$ cat src/svsm_consts.svh
// Purpose: Offsets, fields, reset values and timing counts of the supply monitor
// Assumes: 100 MHz pclk, APB with one 32-bit word per register
// Notes: Byte addresses; bits above a field read as zero
`ifndef SVSM_CONSTS_SVH
`define SVSM_CONSTS_SVH

`define SVSM_ADDR_W 8
`define SVSM_THR_W 6
`define SVSM_TMR_W 17

`define SVSM_OFF_CTRL 8'h00
`define SVSM_OFF_MON_THR 8'h04
`define SVSM_OFF_STATUS 8'h08
`define SVSM_OFF_IRQ_STATUS 8'h0c
`define SVSM_OFF_IRQ_CLEAR 8'h10
`define SVSM_OFF_IRQ_ENABLE 8'h14
`define SVSM_OFF_OTP_VIEW 8'h18

`define SVSM_CTRL_MON_EN_BIT 0
`define SVSM_IRQ_MON_BIT 0
`define SVSM_IRQ_BACKUP_BIT 1
`define SVSM_IRQ_ACTIVE_BIT 2
`define SVSM_IRQ_W 3
`define SVSM_STATUS_STATE_LSB 0
`define SVSM_STATUS_MAIN_BIT 4
`define SVSM_STATUS_LOW_BIT 5
`define SVSM_STATUS_MON_BIT 6
`define SVSM_STATUS_DB_BIT 7
`define SVSM_OTP_LOW_LSB 0
`define SVSM_OTP_START_LSB 8
`define SVSM_OTP_BUF_BIT 16

`define SVSM_RST_CTRL 1'b0
`define SVSM_RST_MON_THR 6'h00
`define SVSM_RST_IRQ 3'h0

`define SVSM_CLK_PERIOD_NS 10
`define SVSM_DEGLITCH_NS 180000
`define SVSM_DEBOUNCE_NS 125000
`define SVSM_SAMPLE_NS 1000000
`define SVSM_DEGLITCH_CYC ((`SVSM_DEGLITCH_NS + `SVSM_CLK_PERIOD_NS - 1) / `SVSM_CLK_PERIOD_NS)
`define SVSM_DEBOUNCE_CYC ((`SVSM_DEBOUNCE_NS + `SVSM_CLK_PERIOD_NS - 1) / `SVSM_CLK_PERIOD_NS)
`define SVSM_SAMPLE_CYC (`SVSM_SAMPLE_NS / `SVSM_CLK_PERIOD_NS)
`define SVSM_STRAP_SETTLE 2'h3

`endif

$ cat src/svsm_pkg.sv
// Purpose: Types shared by the supply monitor files
// Assumes: Constants live in svsm_consts.svh
// Notes: Power states are encoded in order, ST_UNPOWERED = 0 up to ST_SLEEP = 4
package svsm_pkg;
	typedef enum logic [2:0] {
		ST_UNPOWERED,
		ST_BACKUP,
		ST_OFF,
		ST_ACTIVE,
		ST_SLEEP
	} svsm_state_e;
endpackage

$ cat src/svsm_monitor.sv
// Purpose: Supply voltage state monitor with APB registers and interrupt
// Assumes: Comparator outputs, straps and requests are asynchronous levels
// Notes: Zero-wait APB slave; read data registered in the setup cycle
`timescale 1ns/1ns
`default_nettype none
`include "svsm_consts.svh"
module svsm_monitor #(
	parameter int unsigned DEGLITCH_CYCLES = `SVSM_DEGLITCH_CYC,
	parameter int unsigned DEBOUNCE_CYCLES = `SVSM_DEBOUNCE_CYC,
	parameter int unsigned SAMPLE_CYCLES = `SVSM_SAMPLE_CYC
) (
	input wire logic pclk,
	input wire logic presetn,
	input wire logic psel,
	input wire logic penable,
	input wire logic pwrite,
	input wire logic [`SVSM_ADDR_W-1:0] paddr,
	input wire logic [31:0] pwdata,
	output logic [31:0] prdata,
	output logic pready,
	output logic pslverr,
	input wire logic main_supply_pin_above_por,
	input wire logic main_supply_pin_above_low,
	input wire logic runtime_supply_monitor_pass,
	input wire logic [`SVSM_THR_W-1:0] otp_low_supply_threshold,
	input wire logic [`SVSM_THR_W-1:0] otp_startup_supply_threshold,
	input wire logic otp_sense_buffer,
	input wire logic crystal_present,
	input wire logic silicon_continuous_por,
	input wire logic switch_on_req,
	input wire logic sleep_req,
	output logic [2:0] power_state,
	output logic rtc_on,
	output logic always_on_rtc_regulator_en,
	output logic regulators_en,
	output logic [`SVSM_THR_W-1:0] low_supply_threshold,
	output logic [`SVSM_THR_W-1:0] runtime_supply_monitor_threshold,
	output logic runtime_supply_monitor_en,
	output logic sense_buffer_en,
	output logic irq
);
	localparam int SYNC_W = 7;
	localparam int STRAP_W = 2 * `SVSM_THR_W + 1;

	// Synchronised asynchronous inputs
	logic [SYNC_W-1:0] sync_raw;
	logic [SYNC_W-1:0] sync_val;
	logic [STRAP_W-1:0] strap_sync;
	logic main_above_por;
	logic main_above_low;
	logic mon_pass;
	logic xtal_s;
	logic cont_por_s;
	logic on_req_s;
	logic sleep_req_s;

	assign sync_raw = {sleep_req, switch_on_req, silicon_continuous_por, crystal_present,
		runtime_supply_monitor_pass, main_supply_pin_above_low, main_supply_pin_above_por};

	svsm_sync #(.W(SYNC_W)) u_sync_cmp (
		.pclk(pclk),
		.presetn(presetn),
		.async_in(sync_raw),
		.sync_out(sync_val)
	);

	svsm_sync #(.W(STRAP_W)) u_sync_strap (
		.pclk(pclk),
		.presetn(presetn),
		.async_in({otp_sense_buffer, otp_startup_supply_threshold, otp_low_supply_threshold}),
		.sync_out(strap_sync)
	);

	assign main_above_por = sync_val[0];
	assign main_above_low = sync_val[1];
	assign mon_pass = sync_val[2];
	assign xtal_s = sync_val[3];
	assign cont_por_s = sync_val[4];
	assign on_req_s = sync_val[5];
	assign sleep_req_s = sync_val[6];

	// Straps caught in the first three cycles after reset release, last one kept, never by software
	logic [1:0] settle_q;
	logic [1:0] settle_d;
	logic [`SVSM_THR_W-1:0] otp_low_q;
	logic [`SVSM_THR_W-1:0] otp_low_d;
	logic [`SVSM_THR_W-1:0] otp_start_q;
	logic [`SVSM_THR_W-1:0] otp_start_d;
	logic otp_buf_q;
	logic otp_buf_d;

	always_comb begin
		settle_d = settle_q;
		otp_low_d = otp_low_q;
		otp_start_d = otp_start_q;
		otp_buf_d = otp_buf_q;
		if (settle_q != `SVSM_STRAP_SETTLE) begin
			settle_d = settle_q + 2'h1;
			otp_low_d = strap_sync[`SVSM_THR_W-1:0];
			otp_start_d = strap_sync[2*`SVSM_THR_W-1:`SVSM_THR_W];
			otp_buf_d = strap_sync[STRAP_W-1];
		end
	end

	always_ff @(posedge pclk or negedge presetn) begin
		if (!presetn) begin
			settle_q <= 2'h0;
			otp_low_q <= '0;
			otp_start_q <= '0;
			otp_buf_q <= 1'b0;
		end else begin
			settle_q <= settle_d;
			otp_low_q <= otp_low_d;
			otp_start_q <= otp_start_d;
			otp_buf_q <= otp_buf_d;
		end
	end

	// Power-on level: loss caught by periodic sample on older silicon, rise taken at once; continuous on newer
	logic smp_busy;
	logic smp_tick;
	logic por_smp_q;
	logic por_smp_d;
	logic main_ok;

	svsm_timer u_sample (
		.pclk(pclk),
		.presetn(presetn),
		.start(!smp_busy),
		.abort(1'b0),
		.load_val(`SVSM_TMR_W'(SAMPLE_CYCLES)),
		.busy(smp_busy),
		.expire(smp_tick)
	);

	always_comb begin
		por_smp_d = por_smp_q;
		if (smp_tick) begin
			por_smp_d = main_above_por;
		end else if (!por_smp_q && main_above_por) begin
			por_smp_d = 1'b1;
		end
	end

	always_ff @(posedge pclk or negedge presetn) begin
		if (!presetn) begin
			por_smp_q <= 1'b0;
		end else begin
			por_smp_q <= por_smp_d;
		end
	end

	assign main_ok = cont_por_s ? main_above_por : por_smp_q;

	// Low-supply deglitch when running without crystal
	svsm_pkg::svsm_state_e state_q;
	svsm_pkg::svsm_state_e state_d;
	logic low_prev_q;
	logic low_fall;
	logic dg_busy;
	logic dg_expire;
	logic running;
	logic low_trip;

	assign running = (state_q == svsm_pkg::ST_ACTIVE) || (state_q == svsm_pkg::ST_SLEEP);
	assign low_fall = low_prev_q && !main_above_low;

	svsm_timer u_deglitch (
		.pclk(pclk),
		.presetn(presetn),
		.start(low_fall && running && !xtal_s),
		.abort(main_above_low),
		.load_val(`SVSM_TMR_W'(DEGLITCH_CYCLES)),
		.busy(dg_busy),
		.expire(dg_expire)
	);

	always_ff @(posedge pclk or negedge presetn) begin
		if (!presetn) begin
			low_prev_q <= 1'b0;
		end else begin
			low_prev_q <= main_above_low;
		end
	end

	always_comb begin
		if (xtal_s) begin
			low_trip = !main_above_low;
		end else begin
			low_trip = dg_expire && !main_above_low;
		end
	end

	// Power state machine
	logic mon_en_q;
	logic startup;

	assign startup = (state_q == svsm_pkg::ST_OFF) && on_req_s && main_above_low;

	always_comb begin
		state_d = state_q;
		if (!main_ok) begin
			state_d = svsm_pkg::ST_UNPOWERED;
		end else begin
			unique case (state_q)
				svsm_pkg::ST_UNPOWERED: begin
					state_d = svsm_pkg::ST_BACKUP;
				end
				svsm_pkg::ST_BACKUP: begin
					if (main_above_low) begin
						state_d = svsm_pkg::ST_OFF;
					end
				end
				svsm_pkg::ST_OFF: begin
					if (!main_above_low) begin
						state_d = svsm_pkg::ST_BACKUP;
					end else if (startup && mon_pass) begin
						state_d = svsm_pkg::ST_ACTIVE;
					end
				end
				svsm_pkg::ST_ACTIVE: begin
					if (low_trip) begin
						state_d = svsm_pkg::ST_BACKUP;
					end else if (sleep_req_s) begin
						state_d = svsm_pkg::ST_SLEEP;
					end
				end
				svsm_pkg::ST_SLEEP: begin
					if (low_trip) begin
						state_d = svsm_pkg::ST_BACKUP;
					end else if (!sleep_req_s) begin
						state_d = svsm_pkg::ST_ACTIVE;
					end
				end
			endcase
		end
	end

	always_ff @(posedge pclk or negedge presetn) begin
		if (!presetn) begin
			state_q <= svsm_pkg::ST_UNPOWERED;
		end else begin
			state_q <= state_d;
		end
	end

	// APB decode
	logic setup;
	logic wr_acc;
	logic hit;
	logic [31:0] rd_mux;
	logic [31:0] prdata_q;
	logic [31:0] prdata_d;
	logic pslverr_q;
	logic pslverr_d;
	logic [`SVSM_THR_W-1:0] mon_thr_q;
	logic [`SVSM_THR_W-1:0] mon_thr_d;
	logic mon_en_d;
	logic [`SVSM_IRQ_W-1:0] irq_stat_q;
	logic [`SVSM_IRQ_W-1:0] irq_stat_d;
	logic [`SVSM_IRQ_W-1:0] irq_en_q;
	logic [`SVSM_IRQ_W-1:0] irq_en_d;
	logic [`SVSM_IRQ_W-1:0] irq_set;
	logic db_busy;

	assign setup = psel && !penable;
	assign wr_acc = psel && penable && pwrite;

	function automatic logic wr_to(input logic [`SVSM_ADDR_W-1:0] off);
		wr_to = wr_acc && (paddr == off);
	endfunction

	always_comb begin
		hit = 1'b1;
		rd_mux = 32'h0000_0000;
		unique case (paddr)
			`SVSM_OFF_CTRL: rd_mux[`SVSM_CTRL_MON_EN_BIT] = mon_en_q;
			`SVSM_OFF_MON_THR: rd_mux[`SVSM_THR_W-1:0] = mon_thr_q;
			`SVSM_OFF_STATUS: begin
				rd_mux[`SVSM_STATUS_STATE_LSB+:3] = state_q;
				rd_mux[`SVSM_STATUS_MAIN_BIT] = main_ok;
				rd_mux[`SVSM_STATUS_LOW_BIT] = main_above_low;
				rd_mux[`SVSM_STATUS_MON_BIT] = mon_pass;
				rd_mux[`SVSM_STATUS_DB_BIT] = db_busy;
			end
			`SVSM_OFF_IRQ_STATUS: rd_mux[`SVSM_IRQ_W-1:0] = irq_stat_q;
			`SVSM_OFF_IRQ_CLEAR: rd_mux = 32'h0000_0000;
			`SVSM_OFF_IRQ_ENABLE: rd_mux[`SVSM_IRQ_W-1:0] = irq_en_q;
			`SVSM_OFF_OTP_VIEW: begin
				rd_mux[`SVSM_OTP_LOW_LSB+:`SVSM_THR_W] = otp_low_q;
				rd_mux[`SVSM_OTP_START_LSB+:`SVSM_THR_W] = otp_start_q;
				rd_mux[`SVSM_OTP_BUF_BIT] = otp_buf_q;
			end
			default: hit = 1'b0;
		endcase
	end

	always_comb begin
		prdata_d = prdata_q;
		pslverr_d = pslverr_q;
		if (setup) begin
			prdata_d = pwrite ? 32'h0000_0000 : rd_mux;
			pslverr_d = !hit;
		end
	end

	// Software-visible control; strap view is read-only
	always_comb begin
		mon_thr_d = mon_thr_q;
		mon_en_d = mon_en_q;
		irq_en_d = irq_en_q;
		if (state_q == svsm_pkg::ST_OFF && state_d == svsm_pkg::ST_ACTIVE) begin
			mon_en_d = 1'b0;
		end
		if (wr_to(`SVSM_OFF_MON_THR)) begin
			mon_thr_d = pwdata[`SVSM_THR_W-1:0];
		end
		if (wr_to(`SVSM_OFF_CTRL)) begin
			mon_en_d = pwdata[`SVSM_CTRL_MON_EN_BIT];
		end
		if (wr_to(`SVSM_OFF_IRQ_ENABLE)) begin
			irq_en_d = pwdata[`SVSM_IRQ_W-1:0];
		end
	end

	// Monitor events with debounce; no hysteresis means edges may repeat
	logic mon_prev_q;
	logic mon_edge;
	logic mon_event;

	assign mon_edge = mon_en_q && running && (mon_prev_q != mon_pass);
	assign mon_event = mon_edge && !db_busy;

	svsm_timer u_debounce (
		.pclk(pclk),
		.presetn(presetn),
		.start(mon_event),
		.abort(1'b0),
		.load_val(`SVSM_TMR_W'(DEBOUNCE_CYCLES)),
		.busy(db_busy),
		.expire()
	);

	always_comb begin
		irq_set = '0;
		irq_set[`SVSM_IRQ_MON_BIT] = mon_event;
		irq_set[`SVSM_IRQ_BACKUP_BIT] = running && (state_d == svsm_pkg::ST_BACKUP);
		irq_set[`SVSM_IRQ_ACTIVE_BIT] = startup && (state_d == svsm_pkg::ST_ACTIVE);
		irq_stat_d = irq_stat_q;
		if (wr_to(`SVSM_OFF_IRQ_CLEAR)) begin
			irq_stat_d = irq_stat_d & ~pwdata[`SVSM_IRQ_W-1:0];
		end
		irq_stat_d = irq_stat_d | irq_set;
	end

	always_ff @(posedge pclk or negedge presetn) begin
		if (!presetn) begin
			prdata_q <= 32'h0000_0000;
			pslverr_q <= 1'b0;
			mon_thr_q <= `SVSM_RST_MON_THR;
			mon_en_q <= `SVSM_RST_CTRL;
			irq_en_q <= `SVSM_RST_IRQ;
			irq_stat_q <= `SVSM_RST_IRQ;
			mon_prev_q <= 1'b0;
		end else begin
			prdata_q <= prdata_d;
			pslverr_q <= pslverr_d;
			mon_thr_q <= mon_thr_d;
			mon_en_q <= mon_en_d;
			irq_en_q <= irq_en_d;
			irq_stat_q <= irq_stat_d;
			mon_prev_q <= mon_pass;
		end
	end

	// Outputs
	logic [2:0] state_out_q;
	logic regs_q;
	logic rtc_q;
	logic mon_cmp_en_q;
	logic [`SVSM_THR_W-1:0] mon_thr_out_q;
	logic irq_q;

	always_ff @(posedge pclk or negedge presetn) begin
		if (!presetn) begin
			state_out_q <= 3'h0;
			regs_q <= 1'b0;
			rtc_q <= 1'b0;
			mon_cmp_en_q <= 1'b0;
			mon_thr_out_q <= '0;
			irq_q <= 1'b0;
		end else begin
			state_out_q <= state_d;
			regs_q <= (state_d == svsm_pkg::ST_ACTIVE) || (state_d == svsm_pkg::ST_SLEEP);
			rtc_q <= (state_d != svsm_pkg::ST_UNPOWERED);
			mon_cmp_en_q <= (startup && state_d == svsm_pkg::ST_OFF) || mon_en_d;
			mon_thr_out_q <= (state_d == svsm_pkg::ST_OFF) ? otp_start_q : mon_thr_d;
			irq_q <= |(irq_stat_d & irq_en_d);
		end
	end

	assign prdata = prdata_q;
	assign pready = 1'b1;
	assign pslverr = pslverr_q && psel && penable;
	assign power_state = state_out_q;
	assign regulators_en = regs_q;
	assign rtc_on = rtc_q;
	assign always_on_rtc_regulator_en = rtc_q;
	assign low_supply_threshold = otp_low_q;
	assign runtime_supply_monitor_threshold = mon_thr_out_q;
	assign runtime_supply_monitor_en = mon_cmp_en_q;
	assign sense_buffer_en = otp_buf_q && rtc_q;
	assign irq = irq_q;
endmodule
`default_nettype wire

$ cat src/svsm_sync.sv
// Purpose: Two-flop synchroniser for asynchronous levels
// Assumes: Inputs are levels, held for several pclk periods
// Notes: First stage feeds the second stage only
`timescale 1ns/1ns
`default_nettype none
module svsm_sync #(
	parameter int W = 1
) (
	input wire logic pclk,
	input wire logic presetn,
	input wire logic [W-1:0] async_in,
	output logic [W-1:0] sync_out
);
	logic [W-1:0] meta_q;
	logic [W-1:0] meta_d;
	logic [W-1:0] stab_q;
	logic [W-1:0] stab_d;

	always_comb begin
		meta_d = async_in;
		stab_d = meta_q;
	end

	always_ff @(posedge pclk or negedge presetn) begin
		if (!presetn) begin
			meta_q <= '0;
			stab_q <= '0;
		end else begin
			meta_q <= meta_d;
			stab_q <= stab_d;
		end
	end

	assign sync_out = stab_q;
endmodule
`default_nettype wire

$ cat src/svsm_timer.sv
// Purpose: Loadable down-counter giving a one-cycle expiry pulse
// Assumes: Load value at least 1
// Notes: Load wins over abort; expire fires on the last counted cycle
`timescale 1ns/1ns
`default_nettype none
`include "svsm_consts.svh"
module svsm_timer (
	input wire logic pclk,
	input wire logic presetn,
	input wire logic start,
	input wire logic abort,
	input wire logic [`SVSM_TMR_W-1:0] load_val,
	output logic busy,
	output logic expire
);
	logic [`SVSM_TMR_W-1:0] cnt_q;
	logic [`SVSM_TMR_W-1:0] cnt_d;

	always_comb begin
		cnt_d = cnt_q;
		if (start) begin
			cnt_d = load_val;
		end else if (abort) begin
			cnt_d = '0;
		end else if (cnt_q != '0) begin
			cnt_d = cnt_q - `SVSM_TMR_W'(1);
		end
	end

	always_ff @(posedge pclk or negedge presetn) begin
		if (!presetn) begin
			cnt_q <= '0;
		end else begin
			cnt_q <= cnt_d;
		end
	end

	assign busy = (cnt_q != '0);
	assign expire = (cnt_q == `SVSM_TMR_W'(1)) && !start && !abort;
endmodule
`default_nettype wire
$ cat config.mk
export PLATFORM = sky130hd
export DESIGN_NAME = svsm_monitor
export DESIGN_NICKNAME = d
export VERILOG_FILES = /design/src/svsm_pkg.sv /design/src/svsm_monitor.sv /design/src/svsm_sync.sv /design/src/svsm_timer.sv
export VERILOG_INCLUDE_DIRS = /design/src
export SDC_FILE = /design/constraint.sdc
export NUM_CORES = 1
export LEC_CHECK = 0
export BUFFER_PORTS_ARGS = -buffer_cell sky130_fd_sc_hd__buf_4
export CAP_MARGIN = 20
export CORE_ASPECT_RATIO = 1.25
export CORE_MARGIN = 3
export CORE_UTILIZATION = 55
export CTS_BUF_LIST = sky130_fd_sc_hd__clkbuf_16
export CTS_CLUSTER_DIAMETER = 200
export DETAILED_ROUTE_END_ITERATION = 16
export PLACE_DENSITY = 0.77
export SLEW_MARGIN = 20
export SYNTH_ARGS = -nofsm -noshare
export SYNTH_HDL_FRONTEND = slang
export SYNTH_SLANG_ARGS = --single-unit
$ cat constraint.sdc
create_clock -name pclk -period 3.6 [get_ports pclk]
set_clock_uncertainty 0.2 [all_clocks]
set_input_delay 0.18 -clock pclk [delete_from_list [all_inputs] [get_ports pclk]]
set_output_delay 0.18 -clock pclk [all_outputs]
set_load 0.005 [all_outputs]
Word level (Yosys, flattened, before mapping)
Index checks and enable logic that the tools add are counted.
{"block": "word_totals", "ff_bits": 168, "inputBits": 65, "out_inout_bits": 55}
{"block": "op_classes", "n_addsub": 4, "eq_ne": 18, "n_mux": 34, "n_bitwise": 4, "reduce_logical": 49}
{"op": "two-way mux 17 bit", "count": 7}
{"op": "nonzero test 17 bit", "count": 3}
{"op": "subtractor 17 x 1 -> 17 bit (second input constant)", "count": 3}
{"op": "== test 17 x 1 -> 1 bit (second input constant)", "count": 2}
{"op": "two-way mux 3 bit", "count": 10}
{"op": "logical AND 1 bit", "count": 28}
{"op": "== test 8 x 5 -> 1 bit (second input constant)", "count": 3}
{"op": "two-way mux 6 bit", "count": 3}
{"op": "== test 8 x 4 -> 1 bit (second input constant)", "count": 2}
{"op": "case mux 3 bit (5 select lines)", "count": 1}
{"op": "== test 3 x 2 -> 1 bit (second input constant)", "count": 4}
{"op": "case mux 2 bit (5 select lines)", "count": 1}
{"op": "== test 8 x 3 -> 1 bit (second input constant)", "count": 1}
{"op": "logical NOT 8 bit", "count": 1}
{"op": "two-way mux 1 bit", "count": 8}
{"op": "logical NOT 1 bit", "count": 7}
{"op": "OR reduction 7 bit", "count": 1}
{"op": "bitwise AND 3 bit", "count": 2}
{"op": "== test 3 x 1 -> 1 bit (second input constant)", "count": 2}
{"op": "== test 3 bit (second input constant)", "count": 2}
{"op": "case mux 1 bit (6 select lines)", "count": 1}
{"op": "case mux 2 bit (3 select lines)", "count": 1}
{"op": "nonzero test 3 bit", "count": 2}
{"op": "nonzero test 2 bit", "count": 2}
{"op": "other kinds (10)", "count": 12}

Logic depth before layout (Yosys ltp)
{"block": "logic_depth", "ltp_word": 17, "depth_mapped": 7, "depth_no_buf": 7}

Cells and area by module
From an unflattened synthesis, not the netlist that was laid out.
{"block": "unflattened", "hier_cells": 623, "area_unflattened_um2": 6982.9}
{"module": "svsm_monitor", "n_inst": 1, "cells_each": 236, "area_per_inst_um2": 2910.3, "seq_area_each_um2": 1501.4}
{"module": "svsm_timer (u_deglitch ...)", "n_inst": 2, "cells_each": 116, "area_per_inst_um2": 1026.0, "seq_area_each_um2": 425.4}
{"module": "svsm_timer (u_debounce)", "n_inst": 1, "cells_each": 115, "area_per_inst_um2": 1019.7, "seq_area_each_um2": 425.4}
{"module": "svsm_sync (u_sync_strap)", "n_inst": 1, "cells_each": 26, "area_per_inst_um2": 650.6, "seq_area_each_um2": 650.6}
{"module": "svsm_sync (u_sync_cmp)", "n_inst": 1, "cells_each": 14, "area_per_inst_um2": 350.3, "seq_area_each_um2": 350.3}

Worst setup path before layout
Ideal clock, no wire load.
{"block": "synth_path", "kind": "register to register", "start": "reg u_deglitch.cnt_q[0]", "end": "reg u_deglitch.cnt_q[12]", "setup_time_ps": 132, "t_arrival_ps": 2163, "required_time_ps": 3268, "slack_ps": 1105, "path_stages_with_launch": 8, "path_buffers": 0, "synth_period_minus_slack_ps": 2495, "cell_sequence": "dfrtp_1 > inv_1 > ha_1 > or4b_2 > or4_1 > a311oi_1 > xnor2_1 > nor2_1"}
{"block": "synth_via", "elab_chain_cells": 4, "word_cells_on_any_way": 6}
{"element": "start, declared", "line": "svsm_timer.sv:16", "text": "logic [`SVSM_TMR_W-1:0] cnt_q;"}
{"element": "start signal, assigned", "line": "svsm_timer.sv:34", "text": "cnt_q <= cnt_d;"}
{"element": "subtractor 17 x 1 -> 17 bit", "line": "svsm_timer.sv:26", "text": "cnt_d = cnt_q - `SVSM_TMR_W'(1);"}
{"element": "two-way mux 17 bit", "line": "svsm_timer.sv:25", "text": "end else if (cnt_q != '0) begin"}
{"element": "two-way mux 17 bit", "line": "svsm_timer.sv:23", "text": "end else if (abort) begin"}
{"element": "two-way mux 17 bit", "line": "svsm_timer.sv:21", "text": "if (start) begin"}
Several ways; a longest one is shown, not always the timed one. The select of a mux whose other input is x is not followed.
A chain may end at the register's enable or synchronous reset.

Worst setup path after layout
Ends and elaborated chain as after synthesis.

==> impl_metrics.tcl <==
set metrics [dict create \
    clk_pin_slew_worst_paths_ns 0.06 \
    n_antenna_cell 0 \
    synthesis.area_sq_um 6460 \
    worstPathMaxFanout 4 \
    drive_gt1_share_pct 23.4 \
    fin_crit_sh_pct 72.7 \
    postCtsSetupRepairBufs 0 \
    synthArstFlopShare_pct 100 \
    min_path_type "in -> reg" \
    hold_viol_final 0 \
    portBuffers 75 \
    ys_warn_count 0 \
    area_growth_pct 23.1 \
    period_needed_ns 2.62 \
    crit_chain "inv_1 -> ha_1 -> or4b_2 -> or4_1 -> a311oi_1 -> xnor2_1 -> nor2_1" \
    gr-total-overflow 0 \
    numCtsBuffers 17 \
    worstPathBufferInverterCount 1 \
    crit_family "simple AND/OR/NAND/NOR gates" \
    clockPowerShare_pct 33.9 \
    holdWs_ns 0.0106 \
    die-area_sq_um 13100 \
    max_slew_margin_pct 38.5 \
    nets 727 \
    rsz0062_at_grt "false" \
    root_buffer "clkbuf_16" \
    clkSinkCount 151 \
    grt_usage_pct 22.3 \
    synth_seq_cells 151 \
    clockBufferDepth 2 \
    vias 4563 \
    fin_setup_tns_ns 0 \
    synth-seq-area-share_pct 58.5 \
    pwr-share-seq_pct 43.7 \
    p_int_w 0.00336 \
    drv_slew 0 \
    power.switching_w 0.00158 \
    synth-edff-count 0 \
    dieWidth_um 103 \
    synth_cells 546 \
    setup_viol 0 \
    syn_area_per_cell_sq_um 11.8 \
    dp_hpwl_um 9110 \
    rows 43 \
    worstSkewPairLatency_ns 0.43 \
    antenna_found_initial 0 \
    max_freq_mhz 382 \
    wl_per_cell_um 17.1 \
    drc 0 \
    drtIter0Drc 174 \
    slowest_delay_ns 0.57 \
    dp_slack_ns 0.857 \
    grt_pass1_vias 4717 \
    drt-total-wl_um 13700 \
    p_comb_share_pct 22.4 \
    fill_cells 792 \
    hold_buffers 30 \
    firstDrtPassIters 5 \
    viasPerCell 5.68 \
    setup_slack_ns 0.984 \
    p_per_area_nw_per_um2 622 \
    fp.dieH_um 127 \
    swShare_pct 32.0 \
    tightest_slew_ns 0.922 \
    final_cell_mix "dfrtp_1, buf_4, nor2_1, nand2_1, mux2_2" \
    cts_max_level 4 \
    layout_commonest_cell "dfrtp_1" \
    cp-start-kind "register" \
    synthFlopType "dfrtp_1" \
    p_total_w 0.00494 \
    cp-end-kind "register" \
    vdd_ir_drop_max_mv 0.413 \
    cp.required_ns 3.71 \
    status "completed" \
    grt_pass1_wl_um 22700 \
    leakage_nw 3.60 \
    cts_tree "done" \
    drtAntennaViolNets 0 \
    core_sq_um 11300 \
    initial_core_util_pct 57.2 \
    yosysUniqueCellTypes 58 \
    crit_slowest_cell "or4b_2" \
    grt_max_degree 98 \
    worst_ep_arrival_time_ns 2.72 \
    post_cts_resize_count 0 \
    cap_violations 0 \
    path_class "reg -> reg" \
    io_pins 120 \
    gp_congestion 0.877 \
]
[worst paths after layout]
check | from | to | slack (ns) | cells after the start
setup / recovery | u_deglitch.cnt_q[0] | u_deglitch.cnt_q[12] | 0.98 | 7
hold / removal | pwrite | prdata[0] | 0.01 | 3
setup reg to reg | u_deglitch.cnt_q[0] | u_deglitch.cnt_q[12] | 0.98 | 7
hold reg to reg | u_sync_cmp.meta_q[3] | u_sync_cmp.sync_out[3] | 0.15 | 0
max in group asynchronous | presetn | mon_thr_q[3] | 2.17 | 3
min in group asynchronous | presetn | u_sample.cnt_q[4] | 0.20 | 2
[cells by family (layout without fill, tap and decap cells)]
logic type                 Yosys count  after routing  synth area share [%]
buffers and inverters               48            154                  3.91
xor gates and xnor gates            33             33                  4.48
AOI/OAI and AO/OA                   81             81                  8.83
muxes                               37             37                  6.35
and+or+nand+nor                    187            187                  16.4
adders and majority gates            7              7                  1.36
DFF                                151            151                  58.5
other                                2             18                 0.116
[tightest hold or removal path, cell delays in order]
cell and delay, ns:
buf_4 0.08, or3_1 0.22, o31ai_1 0.10
[Yosys cell counts, drive strengths merged, types with 7 or more instances]
library cell | n | share of area [%]
dfrtp | 151 | 59
nor2 | 36 | 2.2
nand2 | 33 | 1.9
mux2 | 32 | 5.6
buf | 20 | 2.3
xnor2 | 20 | 2.7
o21ai | 19 | 1.5
nor3 | 17 | 1.4
clkbuf | 16 | 0.93
xor2 | 13 | 1.8
inv | 12 | 0.70
a22o | 11 | 1.5
nand3 | 11 | 0.85
or3 | 11 | 1.1
nor2b | 10 | 0.97
or4 | 10 | 1.2
a21oi | 9 | 0.70
nor4 | 9 | 0.97
nor3b | 8 | 1.1
ha | 7 | 1.4
nand3b | 7 | 0.81
[stage by stage]
step / area, sq um / utilization [%] / cells
6_report: 7950 / 70.4 / 803
5_1_grt: 7950 / 70.4 / 803
3_3_place_gp: 7080 / 62.7 / 741
4_1_cts: 7950 / 70.4 / 803
3_5_place_dp: 7080 / 62.7 / 741
2_1_floorplan: 6520 / - / 562
[state kept, by name, summed over array words and instances, names as in the netlist, 6 cells and up]
name,flops
u_deglitch.cnt_q,17
u_sync_cmp.sync_out,7
low_supply_threshold,6
u_sample.cnt_q,17
u_sync_cmp.meta_q,7
u_debounce.cnt_q,17
otp_start_q,6
mon_thr_q,6
runtime_supply_monitor_threshold,6
u_sync_strap.meta_q,13
prdata,15
u_sync_strap.sync_out,13
[area by class of cell]
| class | count | area (sq um) | area share (%) |
|---|---|---|---|
| inverter | 12 | 45.0 | 0.567 |
| clock inverter | 15 | 139 | 1.75 |
| timing repair buffer | 110 | 905 | 11.4 |
| multi-input combinational | 363 | 2490 | 31.3 |
| tap | 135 | 169 | 2.12 |
| clock buffer | 17 | 425 | 5.35 |
| sequential | 151 | 3780 | 47.5 |
[power groups by stage]
stage	Clock (W)	Combinational (W)	Sequential [W]
after CTS	0.00169	0.00112	0.00215
after global routing	0.00177	0.00124	0.00219
after detailed placement	0	0.00107	0.00218
final	0.00167	0.00111	0.00216
after floorplan	0	0.000808	0.00211
after global placement	0	0.00103	0.00217
[metal layers]
layer / share of wire [%] / track usage [%] / vias up
met3: 4.6 / 4.70 / 21
met4: 1.8 / 8.99 / 0
met1: 41 / 27.1 / 2264
met5: 0 / 0 / -
met2: 53 / 38.3 / 143
li1: - / - / 2135
Power figures use the tool's default switching activity.
